**src/rtl/tcc_regs.svh**
```systemverilog
// tcc_regs.svh: register offsets, field positions, reset values of the channel 1 timer
// assumes: byte addresses on a 16-bit register port, 8-bit registers in the low bits
`ifndef TCC_REGS_SVH
`define TCC_REGS_SVH

////////////////////////////////////////////////////////////////////////////////
// register byte addresses
`define TCC_ADDR_CTRL 16'hffe0
`define TCC_ADDR_MODE 16'hffe1
`define TCC_ADDR_IO 16'hffe2
`define TCC_ADDR_IE 16'hffe4
`define TCC_ADDR_STAT 16'hffe5
`define TCC_ADDR_CNT 16'hffe6
`define TCC_ADDR_GRA 16'hffe8
`define TCC_ADDR_GRB 16'hffea

////////////////////////////////////////////////////////////////////////////////
// field positions
`define TCC_CTRL_CLR_HI 6
`define TCC_CTRL_CLR_LO 5
`define TCC_CTRL_SRC_HI 2
`define TCC_CTRL_SRC_LO 0
`define TCC_SRC_CASCADE 3'h7
`define TCC_MODE_HI 3
`define TCC_MODE_LO 2
`define TCC_MODE_PHASE 2'h1
`define TCC_IO_A_HI 3
`define TCC_IO_A_LO 0
`define TCC_IO_B_HI 7
`define TCC_IO_B_LO 4
`define TCC_FLG_A 0
`define TCC_FLG_B 1
`define TCC_FLG_OVF 4
`define TCC_FLG_UNF 5
`define TCC_IE_ADC 7
`define TCC_FLG_MASK 8'h33
`define TCC_CLR_NONE 2'h0
`define TCC_CLR_A 2'h1
`define TCC_CLR_B 2'h2
`define TCC_CLR_SYNC 2'h3

////////////////////////////////////////////////////////////////////////////////
// reset values
`define TCC_RST_BYTE 8'h00
`define TCC_RST_CNT 16'h0000
`define TCC_RST_GR 16'hffff
`define TCC_CNT_MAX 16'hffff

`endif

```
**src/rtl/tcc_pkg.sv**
```systemverilog
// tcc_pkg.sv: types and decode helpers shared by the channel 1 timer files
// assumes: nothing beyond the tool's package support
package tcc_pkg;

  typedef logic [3:0] tcc_io_code_t;

  typedef enum logic [1:0] {
    TCC_IO_OFF,
    TCC_IO_CMP,
    TCC_IO_CAP_PIN,
    TCC_IO_CAP_CH0
  } tcc_io_mode_t;

  // classify a 4-bit i/o control code
  function automatic tcc_io_mode_t tcc_io_mode(input tcc_io_code_t code);
    if (code[3] && code[2]) begin
      return TCC_IO_CAP_CH0;
    end else if (code[3]) begin
      return TCC_IO_CAP_PIN;
    end else if (code[1:0] == 2'h0) begin
      return TCC_IO_OFF;
    end else begin
      return TCC_IO_CMP;
    end
  endfunction

endpackage

```
**src/rtl/tcc_channel1.sv**
```systemverilog
// tcc_channel1.sv: channel 1 counter with two capture/compare registers
// assumes: register master on clk, count ticks and channel 0 events are clk pulses,
// pins are asynchronous and resolved by the surrounding pad logic
//
// Contract
// RULE_01: register A in a compare code with high start level drives low, high or toggles on match.
// RULE_02: register A codes 1000, 1001 and 101x capture the counter on rising, falling or both pin edges.
// RULE_03: register A codes 11xx capture the counter on a channel 0 register A match or capture.
// RULE_04: register B codes 0000 and 0100 keep pin B undriven, 0001-0011 start low, 0101-0111 high.
// RULE_05: register B compare codes act on match by low bits: 01 low, 10 high, 11 toggle.
// RULE_06: register B codes 1000, 1001 and 101x capture the counter on rising, falling or both pin edges.
// RULE_07: register B codes 11xx capture the counter on a channel 0 register match or capture.
// RULE_08: conversion start requests leave only while the enable bit in the enable register is one.
// RULE_09: status flags are cleared by writing zero and a written one never sets them.
// RULE_10: the counter counts down only in phase counting or cascade mode, otherwise only up.
// RULE_11: a two-bit select clears the counter never, on register A, on register B, or on sync clear.
// RULE_12: a compare match is seen in the cycle the counter equals the general register.
`timescale 1ns/1ps
`default_nettype none
`include "tcc_regs.svh"

module tcc_channel1
  import tcc_pkg::*;
(
  input wire logic clk,
  input wire logic sys_rst,
  input wire logic [15:0] addr,
  input wire logic [15:0] wr_data,
  input wire logic wr_en,
  input wire logic rd_en,
  output logic [15:0] rd_data,
  input wire logic tick_up,
  input wire logic tick_down,
  input wire logic ch0_a_event,
  input wire logic ch0_b_event,
  input wire logic sync_clear,
  input wire logic pin_a_in,
  output logic pin_a_out,
  output logic pin_a_oe_n,
  input wire logic pin_b_in,
  output logic pin_b_out,
  output logic pin_b_oe_n,
  output logic adc_start,
  output logic irq
);

  ////////////////////////////////////////////////////////////////////////////////
  // declarations
  logic [7:0] ctrl_reg;
  logic [7:0] mode_reg;
  logic [7:0] io_reg;
  logic [7:0] ie_reg;
  logic [7:0] stat_reg;
  logic [7:0] stat_next;
  logic [15:0] cnt_reg;
  logic [15:0] gra_reg;
  logic [15:0] grb_reg;
  logic [15:0] rd_data_reg;
  logic io_load_reg;
  logic eq_a_prev_reg;
  logic eq_b_prev_reg;
  logic adc_start_reg;
  logic irq_reg;
  tcc_io_code_t code_a;
  tcc_io_code_t code_b;
  logic wr_ctrl;
  logic wr_mode;
  logic wr_io;
  logic wr_ie;
  logic wr_stat;
  logic wr_cnt;
  logic wr_gra;
  logic wr_grb;
  logic eq_a;
  logic eq_b;
  logic match_a;
  logic match_b;
  logic cap_a;
  logic cap_b;
  logic event_a;
  logic event_b;
  logic updown;
  logic cnt_clear;
  logic cnt_inc;
  logic cnt_dec;
  logic ovf;
  logic unf;
  logic [1:0] clr_sel;

  // address match for a write; strobe and address come in as arguments so the decode follows them
  function automatic logic wr_hit(input logic en, input logic [15:0] at, input logic [15:0] a);
    return en && (at == a);
  endfunction

  ////////////////////////////////////////////////////////////////////////////////
  // write decode
  assign wr_ctrl = wr_hit(wr_en, addr, `TCC_ADDR_CTRL);
  assign wr_mode = wr_hit(wr_en, addr, `TCC_ADDR_MODE);
  assign wr_io = wr_hit(wr_en, addr, `TCC_ADDR_IO);
  assign wr_ie = wr_hit(wr_en, addr, `TCC_ADDR_IE);
  assign wr_stat = wr_hit(wr_en, addr, `TCC_ADDR_STAT);
  assign wr_cnt = wr_hit(wr_en, addr, `TCC_ADDR_CNT);
  assign wr_gra = wr_hit(wr_en, addr, `TCC_ADDR_GRA);
  assign wr_grb = wr_hit(wr_en, addr, `TCC_ADDR_GRB);

  assign code_a = io_reg[`TCC_IO_A_HI:`TCC_IO_A_LO];
  assign code_b = io_reg[`TCC_IO_B_HI:`TCC_IO_B_LO];
  assign clr_sel = ctrl_reg[`TCC_CTRL_CLR_HI:`TCC_CTRL_CLR_LO];

  ////////////////////////////////////////////////////////////////////////////////
  // plain configuration registers
  always_ff @(posedge clk) begin
    if (sys_rst) begin
      ctrl_reg <= `TCC_RST_BYTE;
      mode_reg <= `TCC_RST_BYTE;
      io_reg <= `TCC_RST_BYTE;
      ie_reg <= `TCC_RST_BYTE;
    end else begin
      if (wr_ctrl) begin
        ctrl_reg <= wr_data[7:0];
      end
      if (wr_mode) begin
        mode_reg <= wr_data[7:0];
      end
      if (wr_io) begin
        io_reg <= wr_data[7:0];
      end
      if (wr_ie) begin
        ie_reg <= wr_data[7:0];
      end
    end
  end

  // pulse after an i/o write so the pins see the stored code
  always_ff @(posedge clk) begin
    if (sys_rst) begin
      io_load_reg <= 1'b0;
    end else begin
      io_load_reg <= wr_io;
    end
  end

  ////////////////////////////////////////////////////////////////////////////////
  // compare match: first cycle of equality in a compare code
  assign eq_a = (cnt_reg == gra_reg);
  assign eq_b = (cnt_reg == grb_reg);
  assign match_a = eq_a && !eq_a_prev_reg && (tcc_io_mode(code_a) == TCC_IO_CMP); // RULE_12
  assign match_b = eq_b && !eq_b_prev_reg && (tcc_io_mode(code_b) == TCC_IO_CMP); // RULE_12

  always_ff @(posedge clk) begin
    if (sys_rst) begin
      eq_a_prev_reg <= 1'b0;
      eq_b_prev_reg <= 1'b0;
    end else begin
      eq_a_prev_reg <= eq_a;
      eq_b_prev_reg <= eq_b;
    end
  end

  ////////////////////////////////////////////////////////////////////////////////
  // capture triggers for both general registers
  tcc_edge_capture u_cap_a (
    .clk(clk),
    .sys_rst(sys_rst),
    .pin_raw(pin_a_in),
    .code(code_a),
    .ch0_event(ch0_a_event),
    .pin_level(),
    .capture(cap_a)
  );

  tcc_edge_capture u_cap_b (
    .clk(clk),
    .sys_rst(sys_rst),
    .pin_raw(pin_b_in),
    .code(code_b),
    .ch0_event(ch0_b_event),
    .pin_level(),
    .capture(cap_b)
  );

  assign event_a = match_a | cap_a;
  assign event_b = match_b | cap_b;

  // general registers: a capture wins over a software write
  always_ff @(posedge clk) begin
    if (sys_rst) begin
      gra_reg <= `TCC_RST_GR;
      grb_reg <= `TCC_RST_GR;
    end else begin
      if (cap_a) begin
        gra_reg <= cnt_reg; // RULE_02 RULE_03
      end else if (wr_gra) begin
        gra_reg <= wr_data;
      end
      if (cap_b) begin
        grb_reg <= cnt_reg; // RULE_06 RULE_07
      end else if (wr_grb) begin
        grb_reg <= wr_data;
      end
    end
  end

  ////////////////////////////////////////////////////////////////////////////////
  // counter: write, then clear, then count
  assign updown = (mode_reg[`TCC_MODE_HI:`TCC_MODE_LO] == `TCC_MODE_PHASE) ||
                  (ctrl_reg[`TCC_CTRL_SRC_HI:`TCC_CTRL_SRC_LO] == `TCC_SRC_CASCADE); // RULE_10

  always_comb begin
    unique case (clr_sel)
      `TCC_CLR_NONE: cnt_clear = 1'b0; // RULE_11
      `TCC_CLR_A: cnt_clear = event_a; // RULE_11
      `TCC_CLR_B: cnt_clear = event_b; // RULE_11
      `TCC_CLR_SYNC: cnt_clear = sync_clear; // RULE_11
    endcase
  end

  assign cnt_inc = !wr_cnt && !cnt_clear && tick_up;
  assign cnt_dec = !wr_cnt && !cnt_clear && !tick_up && tick_down && updown; // RULE_10
  assign ovf = cnt_inc && (cnt_reg == `TCC_CNT_MAX);
  assign unf = cnt_dec && (cnt_reg == `TCC_RST_CNT);

  always_ff @(posedge clk) begin
    if (sys_rst) begin
      cnt_reg <= `TCC_RST_CNT;
    end else if (wr_cnt) begin
      cnt_reg <= wr_data;
    end else if (cnt_clear) begin
      cnt_reg <= `TCC_RST_CNT; // RULE_11
    end else if (cnt_inc) begin
      cnt_reg <= cnt_reg + 16'h0001;
    end else if (cnt_dec) begin
      cnt_reg <= cnt_reg - 16'h0001; // RULE_10
    end
  end

  ////////////////////////////////////////////////////////////////////////////////
  // status flags: written zero clears, written one keeps, a new event wins
  always_comb begin
    stat_next = stat_reg;
    if (wr_stat) begin
      stat_next = stat_reg & (wr_data[7:0] | ~`TCC_FLG_MASK); // RULE_09
    end
    stat_next[`TCC_FLG_A] = stat_next[`TCC_FLG_A] | event_a;
    stat_next[`TCC_FLG_B] = stat_next[`TCC_FLG_B] | event_b;
    stat_next[`TCC_FLG_OVF] = stat_next[`TCC_FLG_OVF] | ovf;
    stat_next[`TCC_FLG_UNF] = stat_next[`TCC_FLG_UNF] | unf;
  end

  always_ff @(posedge clk) begin
    if (sys_rst) begin
      stat_reg <= `TCC_RST_BYTE;
    end else begin
      stat_reg <= stat_next & `TCC_FLG_MASK;
    end
  end

  // level interrupt from enabled flags
  always_ff @(posedge clk) begin
    if (sys_rst) begin
      irq_reg <= 1'b0;
    end else begin
      irq_reg <= |(stat_reg & ie_reg & `TCC_FLG_MASK);
    end
  end

  // conversion start pulse on register A event, gated by its enable
  always_ff @(posedge clk) begin
    if (sys_rst) begin
      adc_start_reg <= 1'b0;
    end else begin
      adc_start_reg <= event_a && ie_reg[`TCC_IE_ADC]; // RULE_08
    end
  end

  ////////////////////////////////////////////////////////////////////////////////
  // compare outputs on the two pins
  tcc_pin_out u_out_a (
    .clk(clk),
    .sys_rst(sys_rst),
    .code(code_a),
    .load(io_load_reg),
    .match(match_a),
    .pin_out_reg(pin_a_out),
    .pin_oe_n_reg(pin_a_oe_n)
  );

  tcc_pin_out u_out_b (
    .clk(clk),
    .sys_rst(sys_rst),
    .code(code_b),
    .load(io_load_reg),
    .match(match_b),
    .pin_out_reg(pin_b_out),
    .pin_oe_n_reg(pin_b_oe_n)
  );

  ////////////////////////////////////////////////////////////////////////////////
  // read port: data one cycle after the strobe, zero elsewhere
  always_ff @(posedge clk) begin
    if (sys_rst) begin
      rd_data_reg <= 16'h0000;
    end else if (rd_en) begin
      unique case (addr)
        `TCC_ADDR_CTRL: rd_data_reg <= {8'h00, ctrl_reg};
        `TCC_ADDR_MODE: rd_data_reg <= {8'h00, mode_reg};
        `TCC_ADDR_IO: rd_data_reg <= {8'h00, io_reg};
        `TCC_ADDR_IE: rd_data_reg <= {8'h00, ie_reg};
        `TCC_ADDR_STAT: rd_data_reg <= {8'h00, stat_reg};
        `TCC_ADDR_CNT: rd_data_reg <= cnt_reg;
        `TCC_ADDR_GRA: rd_data_reg <= gra_reg;
        `TCC_ADDR_GRB: rd_data_reg <= grb_reg;
        default: rd_data_reg <= 16'h0000;
      endcase
    end else begin
      rd_data_reg <= 16'h0000;
    end
  end

  assign rd_data = rd_data_reg;
  assign adc_start = adc_start_reg;
  assign irq = irq_reg;

endmodule // tcc_channel1

`default_nettype wire

```
**src/rtl/tcc_pin_out.sv**
```systemverilog
// tcc_pin_out.sv: compare-match output level and enable for one timer pin
// assumes: load pulses one cycle after the i/o code was written, match is one cycle wide
`timescale 1ns/1ps
`default_nettype none

module tcc_pin_out
  import tcc_pkg::*;
(
  input wire logic clk,
  input wire logic sys_rst,
  input wire tcc_io_code_t code,
  input wire logic load,
  input wire logic match,
  output logic pin_out_reg,
  output logic pin_oe_n_reg
);

  ////////////////////////////////////////////////////////////////////////////////
  // pin level: initial level on load, then per match action
  always_ff @(posedge clk) begin
    if (sys_rst) begin
      pin_out_reg <= 1'b0;
    end else if (load && code[3] == 1'b0) begin
      pin_out_reg <= code[2]; // RULE_04
    end else if (match && tcc_io_mode(code) == TCC_IO_CMP) begin
      unique case (code[1:0])
        2'h1: pin_out_reg <= 1'b0; // RULE_01 RULE_05
        2'h2: pin_out_reg <= 1'b1; // RULE_01 RULE_05
        2'h3: pin_out_reg <= ~pin_out_reg; // RULE_01 RULE_05
        default: pin_out_reg <= pin_out_reg;
      endcase
    end
  end

  // drive enable low only in an active compare code
  always_ff @(posedge clk) begin
    if (sys_rst) begin
      pin_oe_n_reg <= 1'b1;
    end else begin
      pin_oe_n_reg <= (tcc_io_mode(code) != TCC_IO_CMP); // RULE_04
    end
  end

endmodule // tcc_pin_out

`default_nettype wire

```
**src/rtl/tcc_edge_capture.sv**
```systemverilog
// tcc_edge_capture.sv: input capture trigger for one general register
// assumes: pin_raw is asynchronous, ch0_event is a one-cycle pulse on clk
`timescale 1ns/1ps
`default_nettype none

module tcc_edge_capture
  import tcc_pkg::*;
(
  input wire logic clk,
  input wire logic sys_rst,
  input wire logic pin_raw,
  input wire tcc_io_code_t code,
  input wire logic ch0_event,
  output logic pin_level,
  output logic capture
);

  logic sync1_reg;
  logic sync2_reg;
  logic prev_reg;
  logic rise;
  logic fall;

  ////////////////////////////////////////////////////////////////////////////////
  // two-stage synchroniser plus one history stage
  always_ff @(posedge clk) begin
    if (sys_rst) begin
      sync1_reg <= 1'b0;
      sync2_reg <= 1'b0;
      prev_reg <= 1'b0;
    end else begin
      sync1_reg <= pin_raw;
      sync2_reg <= sync1_reg;
      prev_reg <= sync2_reg;
    end
  end

  assign pin_level = sync2_reg;
  assign rise = sync2_reg & ~prev_reg;
  assign fall = ~sync2_reg & prev_reg;

  // pick the trigger that the code selects
  always_comb begin
    capture = 1'b0;
    unique case (tcc_io_mode(code))
      TCC_IO_CAP_PIN: begin
        if (code[1]) begin
          capture = rise | fall; // RULE_02 RULE_06
        end else if (code[0]) begin
          capture = fall; // RULE_02 RULE_06
        end else begin
          capture = rise; // RULE_02 RULE_06
        end
      end
      TCC_IO_CAP_CH0: capture = ch0_event; // RULE_03 RULE_07
      TCC_IO_OFF, TCC_IO_CMP: capture = 1'b0;
    endcase
  end

endmodule // tcc_edge_capture

`default_nettype wire

```
**config.mk**
```make
export PLATFORM = sky130hd
export DESIGN_NAME = tcc_channel1
export DESIGN_NICKNAME = d
export VERILOG_FILES = /design/src/rtl/tcc_pkg.sv /design/src/rtl/tcc_channel1.sv /design/src/rtl/tcc_pin_out.sv /design/src/rtl/tcc_edge_capture.sv
export VERILOG_INCLUDE_DIRS = /design/src /design/src/rtl
export SDC_FILE = /design/constraint.sdc
export NUM_CORES = 1
export LEC_CHECK = 0
export ABC_CLOCK_PERIOD_IN_PS = 6400
export BUFFER_PORTS_ARGS = -buffer_cell sky130_fd_sc_hd__buf_2
export CAP_MARGIN = 15
export CORE_AREA = 2 2 119 121
export DETAILED_ROUTE_END_ITERATION = 12
export DIE_AREA = 0 0 121 123
export HOLD_SLACK_MARGIN = 0.08
export PLACE_DENSITY = 0.8
export SKIP_LAST_GASP = 1
export SLEW_MARGIN = 20
export SYNTH_ARGS = -nofsm -noshare
export SYNTH_HDL_FRONTEND = slang
export SYNTH_HIERARCHICAL = 1
export SYNTH_SLANG_ARGS = --single-unit
```
**constraint.sdc**
```tcl
create_clock -name clk -period 6.4 [get_ports clk]
set_input_delay 0.96 -clock clk [delete_from_list [all_inputs] [get_ports clk]]
set_output_delay 0.96 -clock clk [all_outputs]
set_load 0.01 [all_outputs]
```
; ---- Yosys cells after proc, flatten, opt, wreduce, memory -nomap -nowiden
; Index checks and enable logic that the tools add are counted.
[word_totals]
reg_bits = 115
input_bits = 43
elab_cells = 167
[classes]
n_eq_ne = 32
mux = 35
n_reduce_logical = 51
bitwise_logic = 23
add_sub_neg = 2
[op_table]
columns = op, n
row1 = equality test 16 bit (second input constant), 9
row2 = 2-to-1 mux 16 bit, 8
row3 = case mux 16 bit (8 select lines), 1
row4 = equality test 16 bit, 2
row5 = logical AND 1 bit, 26
row6 = equality test 2 bit (second input constant), 10
row7 = 2-to-1 mux 2 bit, 10
row8 = adder 16 x 1 -> 16 bit (second input constant), 1
row9 = equality test 2 x 1 -> 1 bit (second input constant), 8
row10 = zero test 16 bit, 1
row11 = subtractor 16 x 1 -> 16 bit (second input constant), 1
row12 = bitwise AND 6 bit, 2
row13 = case mux 1 bit (3 select lines), 4
row14 = nonzero test 4 bit, 3
row15 = zero test 2 bit, 5
row16 = 2-to-1 mux 1 bit, 10
row17 = inverter 1 bit, 9
row18 = bitwise OR 1 bit, 8
row19 = nonzero test 2 bit, 4
row20 = 2-to-1 mux 6 bit, 1
row21 = OR reduction 2 bit, 3
row22 = zero test 1 bit, 5
row23 = bitwise AND 1 bit, 4
row24 = != test 2 x 1 -> 1 bit (second input constant), 2
row25 = other kinds (5), 6

; ---- Longest topological paths before layout
; Gate-level depths: netlist of the first run.
[depth]
depth_word = 18
ltp_mapped = 20

; ---- Cells and area by module
; Netlist of the first run, hierarchy kept.
[modules_own_cells]
columns = module, area_per_inst_um2, n_inst, cells_per_inst
row1 = tcc_channel1, 6033.3, 1, 707
row2 = tcc_edge_capture, 151.4, 2, 15
row3 = tcc_pin_out, 146.4, 2, 18

; ---- Least setup slack after synthesis of the first run
; No wires, ideal clock.
[synth_path]
path_kind = input-to-reg
start = input port addr[3]
end = register cnt_reg[15]
slack_ps = 1497
arrival_time_ps = 4771
path_buffers = 4
cell_stages = 19
cell_sequence = buf_4 -> nor4_1 -> and4b_1 -> buf_2 -> and2_1 -> buf_2 -> o21bai_4 -> nor2_2 -> buf_2 -> nand2_1 -> ha_1 -> a211o_1 -> a211oi_2 -> nor4_1 -> o41ai_2 -> mux2i_1 -> or3_1 -> nand3_1 -> a21oi_1
[synth_between]
elab_chain_len = 8
[synth_lines]
columns = item, line
row1 = start: declaration, tcc_channel1.sv:27  ; input wire logic [15:0] addr,
row2 = equality test 16 bit (*), tcc_channel1.sv:92  ; return en && (at == a);
row3 = logical AND 1 bit (*), tcc_channel1.sv:92
row4 = zero test 1 bit, "tcc_channel1.sv:218, tcc_channel1.sv:219"
row5 = logical AND 1 bit, "tcc_channel1.sv:218, tcc_channel1.sv:219"
row6 = logical AND 1 bit (on tied branches), "tcc_channel1.sv:218, tcc_channel1.sv:219"
row7 = 2-to-1 mux 16 bit / logical AND 1 bit (equally long branches), "tcc_channel1.sv:230, tcc_channel1.sv:219"
row8 = 2-to-1 mux 16 bit / logical AND 1 bit (equally long branches), "tcc_channel1.sv:228, tcc_channel1.sv:219"
row9 = 2-to-1 mux 16 bit / nonzero test 4 bit (equally long branches), -
row10 = end signal: assignment, tcc_channel1.sv:227  ; cnt_reg <= wr_data;
row11 = end signal: assignment, tcc_channel1.sv:229  ; cnt_reg <= `TCC_RST_CNT;
row12 = end signal: assignment, tcc_channel1.sv:231  ; cnt_reg <= cnt_reg + 16'h0001;
row13 = end: declaration, tcc_channel1.sv:55  ; logic [15:0] cnt_reg;
; Every way passes the cells marked *; elsewhere a longest branch is shown, timed or not.
; A chain may end at the register's enable or synchronous reset.

; ---- Worst setup path after layout of the first run
[layout_path]
start = register cnt_reg[5]
end = register cnt_reg[15]
[layout_between]
elab_chain_len = 11
[layout_lines]
columns = item, line
row1 = start signal: assignment, tcc_channel1.sv:225  ; cnt_reg <= `TCC_RST_CNT;
row2 = start signal: assignment, tcc_channel1.sv:227
row3 = start signal: assignment, tcc_channel1.sv:229
row4 = equality test 16 bit (*), tcc_channel1.sv:145  ; assign eq_a = (cnt_reg == gra_reg);
row5 = logical AND 1 bit (*) (2 in series), tcc_channel1.sv:147  ; assign match_a = eq_a && !eq_a_prev_reg && (tcc_io_mode(code_a) == TCC_IO_CMP);
row6 = net match_a, tcc_channel1.sv:76  ; logic match_a;
row7 = bitwise OR 1 bit (*), tcc_channel1.sv:182  ; assign event_a = match_a | cap_a;
row8 = case mux 1 bit (4 select lines) (*), tcc_channel1.sv:210  ; unique case (clr_sel)
row9 = zero test 1 bit, "tcc_channel1.sv:218, tcc_channel1.sv:219"
row10 = logical AND 1 bit, "tcc_channel1.sv:218, tcc_channel1.sv:219"
row11 = logical AND 1 bit (on tied branches), "tcc_channel1.sv:218, tcc_channel1.sv:219"
row12 = 2-to-1 mux 16 bit / logical AND 1 bit (equally long branches), "tcc_channel1.sv:230, tcc_channel1.sv:219"
row13 = 2-to-1 mux 16 bit / logical AND 1 bit (equally long branches), "tcc_channel1.sv:228, tcc_channel1.sv:219"
row14 = 2-to-1 mux 16 bit / nonzero test 4 bit (equally long branches), -
; The timed path passes the listed nets; every way through them passes the cells marked *. The select of a mux whose other input is x is not followed.

==> flow_metrics.env, run 1 <==
export IMPL_outcome="completed"
export IMPL_cpPeakStageDelay_ns=0.66
export IMPL_drv_cap=0
export IMPL_start_kind="flop"
export IMPL_fin_crit_ns=5.385
export IMPL_grt_total_usage_pct=24.96
export IMPL_num_rows=43
export IMPL_r2r_end="cnt_reg[15]"
export IMPL_seq_area_frac_synth_pct=34.73
export IMPL_ys_flop_type="dfxtp_1"
export IMPL_cts_buffers=17
export IMPL_min_period_over_period_pct=84.13
export IMPL_io_pins=65
export IMPL_final_layout_size_suffix_gt1_share_pct=17.05
export IMPL_synth_area_um2=6629
export IMPL_fin_nets=878
export IMPL_worstRegToRegCells=17
export IMPL_final_cell_mix="nand2_1, dfxtp_1, buf_2"
export IMPL_path_depth=17
export IMPL_avgSynthCellArea_um2=8.575
export IMPL_path_max_fanout=20
export IMPL_synthCells=773
export IMPL_layout_commonest_cell="nand2_1"
export IMPL_clock_root_buffer="clkbuf_16"
export IMPL_htreeDepth=4
export IMPL_ant_nets=0
export IMPL_reg2reg_slack_ns=1.02
export IMPL_crit_path_cell_trace="xor2_1 > nor4_1 > nand4_1 > nor4_2 > o311a_1 > nor2_2 > nand2_1 > buf_4 > ha_1 > a21o_1 > o21ai_0 > nor4_1 > o41ai_2 > mux2i_1 > or3_1 > nand3_1 > a21oi_1"
export IMPL_die_area_um2=14880
export IMPL_hold_path_cell_count=1
export IMPL_cts_sinks=115
export IMPL_core_um2=13610
export IMPL_antenna_found_initial=0
export IMPL_criticalPathCategory="flop to flop"
export IMPL_cellPowerDensity_nw_per_um2=250.0
export IMPL_peakVddDrop_uv=200.2
export IMPL_synth_seq_cells=115
export IMPL_slew_headroom_pct=40.71
export IMPL_slowest_stage="dfxtp_1"
export IMPL_synth_nets=843
export IMPL_place_detailed_hpwl_mm=12.50
export IMPL_drc=0
export IMPL_hold_path_class="flop to flop"
export IMPL_async_flop_share_pct=0
export IMPL_fin_setup_tns_ns=0
export IMPL_clk_pin_slew_ns=0.05
export IMPL_wire_per_inst_um=18.10
export IMPL_die_h_um=123
export IMPL_p_total_uw=1874
export IMPL_first_pass_iters=5
export IMPL_grt_pass1_wl_mm=29.06
export IMPL_p_leak_uw=0.002715
export IMPL_routed_wl_mm=18.12
export IMPL_via_per_inst=5.968
export IMPL_placed_cells=969
export IMPL_cts_tree="done"
export IMPL_insertion_delay_ns=0.42
export IMPL_r2r_start="cnt_reg[5]"
export IMPL_crit_arrival_ns=5.65
export IMPL_synth_edf_count=0
export IMPL_vias=5974
export IMPL_ys_types=67
export IMPL_crit_buf_inv=1
export IMPL_met2_length_mm=8.485
export IMPL_cts_repair_resized=0
export IMPL_rsz0062_at_grt="no"
export IMPL_cts_buffer_depth=2
export IMPL_crit_top_cell="nor4_1"
export IMPL_fin_cells=1001
export IMPL_pre_cts_slack_ns=1.012
export IMPL_setup_viol=0
export IMPL_first_iter_violations=586
export IMPL_antenna_cells=0
export IMPL_initial_core_util_pct=48.70
export IMPL_hold_buffers=0
export IMPL_yosysWarnings=6
export IMPL_grt_max_degree=67
export IMPL_area_growth_pct=13.08
export IMPL_required_ns=6.67
export IMPL_fin_skew_ns=0.007707
export IMPL_hold_end="u_cap_a/pin_level"
export IMPL_drt_met1_wl_mm=7.612
export IMPL_setup_ws_ns=1.015
export IMPL_gr_total_overflow=0
export IMPL_io_buffers=64
export IMPL_post_cts_buffers=0
export IMPL_max_freq_ghz=0.1857
export IMPL_routed_wl_met3_mm=1.471
export IMPL_hp_start="u_cap_a/sync1_reg"
export IMPL_dr_max_layer_used="met4"
export IMPL_grt_pass1_vias=5719
export IMPL_crit_family="simple AND/OR/NAND/NOR gates"
export IMPL_worstSetupEndpointType="flop"
export IMPL_gp_congestion=0.9528
export IMPL_die_x_um=121
export IMPL_timing_worst_slew_pin_value_ns=0.8872
export IMPL_hold_viol=0
export IMPL_slew_viol_final=0
worst max path at each step:
stage                     from          end
detailed placement     addr[3]  cnt_reg[15]
floorplan              addr[3]  cnt_reg[15]
global route        cnt_reg[5]  cnt_reg[15]
finish              cnt_reg[5]  cnt_reg[15]
CTS                 cnt_reg[5]  cnt_reg[15]
global placement       addr[3]  cnt_reg[15]
cell families after synthesis:
| family | synth area share, % |
|---|---|
| multiplexers | 11.25 |
| AND/OR/NAND/NOR | 18.38 |
| buffers and inverters | 6.833 |
| adder cells (fa/ha/maj) | 5.209 |
| XOR/XNOR | 5.549 |
| flip-flops | 34.73 |
| AO/OA/AOI/OAI | 18.04 |
metrics by stage:
| step | utilization, % | area (µm²) | hold WS, ns |
|---|---|---|---|
| after CTS | 55.01 | 7488 | 0.4411 |
| after global routing | 55.07 | 7496 | 0.4623 |
| after floorplan | - | 6629 | 0.4138 |
| final | 55.07 | 7496 | 0.4337 |
| after detailed placement | 50.98 | 6939 | 0.4272 |
| after global placement | 50.98 | 6939 | 0.4253 |
area by class of cell:
type | instances | area (µm²)
Inverter | 31 | 116.4
Multi-Input combinational cell | 566 | 3885
Clock inverter | 9 | 81.33
Clock buffer | 23 | 467.9
Timing Repair Buffer | 77 | 417.9
Fill cell | 1190 | 6116
Tap cell | 180 | 225.2
Sequential cell | 115 | 2302
cells in the mapped netlist (3+ instances only):
cell type / n / area [µm²]
and2_1: 5 / 31.28
dfxtp_1: 115 / 2302
nand2_1: 126 / 473.0
a222oi_1: 3 / 30.03
ha_1: 26 / 325.3
nor2b_1: 7 / 43.79
a21o_1: 5 / 37.54
buf_4: 3 / 22.52
a221oi_1: 13 / 113.9
nand2b_1: 4 / 25.02
nand4_1: 9 / 56.30
o21ai_0: 49 / 245.2
nand3_1: 25 / 125.1
nor2_1: 33 / 123.9
clkbuf_1: 34 / 127.6
a211oi_1: 7 / 52.55
buf_2: 11 / 55.05
a22o_1: 5 / 43.79
a221oi_2: 4 / 60.06
xor2_1: 37 / 324.1
mux2i_1: 43 / 430.4
nor3_1: 9 / 45.04
xnor2_1: 5 / 43.79
a21oi_1: 48 / 240.2
a22oi_1: 11 / 82.58
o41ai_1: 3 / 26.28
nor4_1: 15 / 93.84
and3b_1: 3 / 26.28
buf_6: 11 / 123.9
mux2_2: 16 / 180.2
mux4_2: 6 / 135.1
inv_1: 30 / 112.6
o211ai_1: 3 / 22.52
or3_1: 4 / 25.02
power breakdown:
group / total (µW) / switching, µW / internal, µW
clock network: 881 / 331 / 551
registers: 771 / 40.6 / 730
logic: 222 / 126 / 96.1
total: 1870 / 498 / 1380
layer usage:
layer / vias to the layer above / GRT usage (%)
met5: - / 0
met4: 0 / 11.12
met3: 49 / 6.411
met2: 254 / 40.94
met1: 2849 / 30.97
li1: 2822 / -
worst reg2reg max path, stage by stage, from the launching register on:
cell     delay, ns
dfxtp_1       0.66
xor2_1        0.14
nor4_1        0.49
nand4_1       0.35
nor4_2        0.46
o311a_1       0.35
nor2_2        0.22
nand2_1       0.33
buf_4         0.24
ha_1          0.29
a21o_1        0.21
o21ai_0       0.30
nor4_1        0.15
o41ai_2       0.38
mux2i_1       0.14
or3_1         0.35
nand3_1       0.09
a21oi_1       0.07
Note: power is estimated with default switching activity, not from simulation.
==> run 2: changes to the inputs <==
--- a/config.mk
+++ b/config.mk
@@ -6,7 +6,7 @@
 export SDC_FILE = /design/constraint.sdc
 export NUM_CORES = 1
 export LEC_CHECK = 0
-export ABC_CLOCK_PERIOD_IN_PS = 6400
+export ABC_CLOCK_PERIOD_IN_PS = 5600
 export BUFFER_PORTS_ARGS = -buffer_cell sky130_fd_sc_hd__buf_2
 export CAP_MARGIN = 15
 export CORE_AREA = 2 2 119 121
==> constraint.sdc (replaced) <==
create_clock -name clk -period 5.6 [get_ports clk]
set_input_delay 0.84 -clock clk [delete_from_list [all_inputs] [get_ports clk]]
set_output_delay 0.84 -clock clk [all_outputs]
set_load 0.01 [all_outputs]
==> flow_metrics.env, run 2 (synthesis results as in run 1) <==
export IMPL_clk_pin_slew_ns=0.05
export IMPL_post_cts_buffers=0
export IMPL_hp_start="u_cap_a/sync1_reg"
export IMPL_place_detailed_hpwl_mm=13.03
export IMPL_routed_wl_mm=18.69
export IMPL_fin_setup_tns_ns=0
export IMPL_grt_pass1_wl_mm=29.62
export IMPL_die_h_um=123
export IMPL_hold_viol=0
export IMPL_fin_skew_ns=0.009423
export IMPL_hold_buffers=0
export IMPL_cts_buffers=17
export IMPL_slew_viol_final=0
export IMPL_area_growth_pct=14.61
export IMPL_via_per_inst=5.959
export IMPL_die_x_um=121
export IMPL_peakVddDrop_uv=280.4
export IMPL_drv_cap=0
export IMPL_gr_total_overflow=0
export IMPL_path_max_fanout=20
export IMPL_required_ns=5.87
export IMPL_r2r_end="cnt_reg[15]"
export IMPL_cts_sinks=115
export IMPL_htreeDepth=4
export IMPL_pre_cts_slack_ns=0.4596
export IMPL_gp_congestion=0.9525
export IMPL_post_route_util_pct=55.81
export IMPL_hold_path_cell_count=1
export IMPL_layout_commonest_cell="nand2_1"
export IMPL_num_rows=43
export IMPL_vias=6036
export IMPL_first_pass_iters=6
export IMPL_p_total_uw=2188
export IMPL_first_iter_violations=604
export IMPL_wire_per_inst_um=18.45
export IMPL_initial_core_util_pct=48.70
export IMPL_grt_max_degree=67
export IMPL_cellPowerDensity_nw_per_um2=288.0
export IMPL_cts_buffer_depth=2
export IMPL_antenna_cells=0
export IMPL_outcome="completed"
export IMPL_worstRegToRegCells=16
export IMPL_insertion_delay_ns=0.42
export IMPL_final_layout_size_suffix_gt1_share_pct=18.49
export IMPL_timing_worst_slew_pin_value_ns=0.9489
export IMPL_min_period_over_period_pct=89.81
export IMPL_r2r_start="cnt_reg[3]"
export IMPL_hold_ws_ns=0.4351
export IMPL_drc=0
export IMPL_start_kind="flop"
export IMPL_fillCellCount=1204
export IMPL_max_freq_ghz=0.1988
export IMPL_io_pins=65
export IMPL_p_leak_uw=0.002801
export IMPL_io_buffers=64
export IMPL_grt_pass1_vias=5692
export IMPL_die_area_um2=14880
export IMPL_grt_total_usage_pct=25.63
export IMPL_slew_headroom_pct=36.58
export IMPL_setup_viol=0
export IMPL_fin_nets=890
export IMPL_final_cell_mix="nand2_1, dfxtp_1, buf_2"
export IMPL_ant_nets=0
export IMPL_criticalPathCategory="flop to flop"
export IMPL_clock_root_buffer="clkbuf_16"
export IMPL_hold_end="u_cap_a/pin_level"
export IMPL_cts_tree="done"
export IMPL_crit_arrival_ns=5.30
export IMPL_setup_ws_ns=0.5709
export IMPL_antenna_found_initial=0
export IMPL_fin_crit_ns=5.029
export IMPL_core_um2=13610
export IMPL_rsz0062_at_grt="no"
export IMPL_hold_path_class="flop to flop"
export IMPL_cts_repair_resized=0
export IMPL_reg2reg_slack_ns=0.57
export IMPL_worstSetupEndpointType="flop"
-- run 2: cell count changes in the layout (fill, tap and decap cells not counted) --
cell / previous run / this run
buf_4: 13 / 25
bufinv_16: 1 / 2
clkbuf_1: 4 / 2
clkbuf_8: 2 / 1
clkinv_2: 4 / 9
clkinvlp_4: 3 / 0
-- run 2: through the flow --
stage / area (µm²) / std cells
floorplan: 6629 / 773
global placement: 7029 / 981
detailed placement: 7029 / 981
CTS: 7590 / 1013
global route: 7597 / 1013
finish: 7597 / 1013
-- run 2: layout make-up --
class / instances / area [µm²] / area share (%)
multi-input cells: 566 / 3885 / 51.14
flip-flops and latches: 115 / 2302 / 30.30
repair buffers: 89 / 508.0 / 6.686
clock buffers: 20 / 446.7 / 5.879
well taps: 180 / 225.2 / 2.964
inverters: 31 / 116.4 / 1.532
clock inverters: 12 / 113.9 / 1.499
-- run 2: worst max path at each step --
stage                 from  cells after the start     endpoint  slack, ns
5_1_grt         cnt_reg[3]                     17  cnt_reg[15]       0.31
3_5_place_dp       addr[3]                     16  cnt_reg[15]       0.46
3_3_place_gp       addr[3]                     17  cnt_reg[15]       0.61
6_report        cnt_reg[3]                     16  cnt_reg[15]       0.57
4_1_cts        cnt_reg[14]                     16  cnt_reg[15]       0.65
2_1_floorplan      addr[3]                     19  cnt_reg[15]       0.82
-- run 2: routing by layer --
| layer | GRT usage [%] | vias to the layer above | share of wire [%] |
|---|---|---|---|
| li1 | - | 2835 | - |
| met1 | 31.66 | 2866 | 41 |
| met2 | 41.40 | 273 | 47 |
| met3 | 6.181 | 62 | 8.1 |
| met4 | 13.81 | 0 | 4.1 |
| met5 | 0 | - | 0 |
-- run 2: report_power, final --
group | switching (µW) | leakage (µW) | internal, µW
sequential | 23.2 | 0.000933 | 835
combinational | 173 | 0.00158 | 120
clock | 379 | 0.000287 | 658
-- run 2: worst max-delay path, cell delays in order, from the launching register on --
cell,delay (ns)
dfxtp_1,0.59
xor2_1,0.13
nor4_1,0.43
nand4_1,0.31
nor4_2,0.38
o311a_1,0.34
nor2_2,0.21
nand2_1,0.32
ha_1,0.32
a211o_1,0.32
a211oi_2,0.31
nor4_1,0.15
o41ai_2,0.43
mux2i_1,0.14
or3_1,0.35
nand3_1,0.09
a21oi_1,0.06
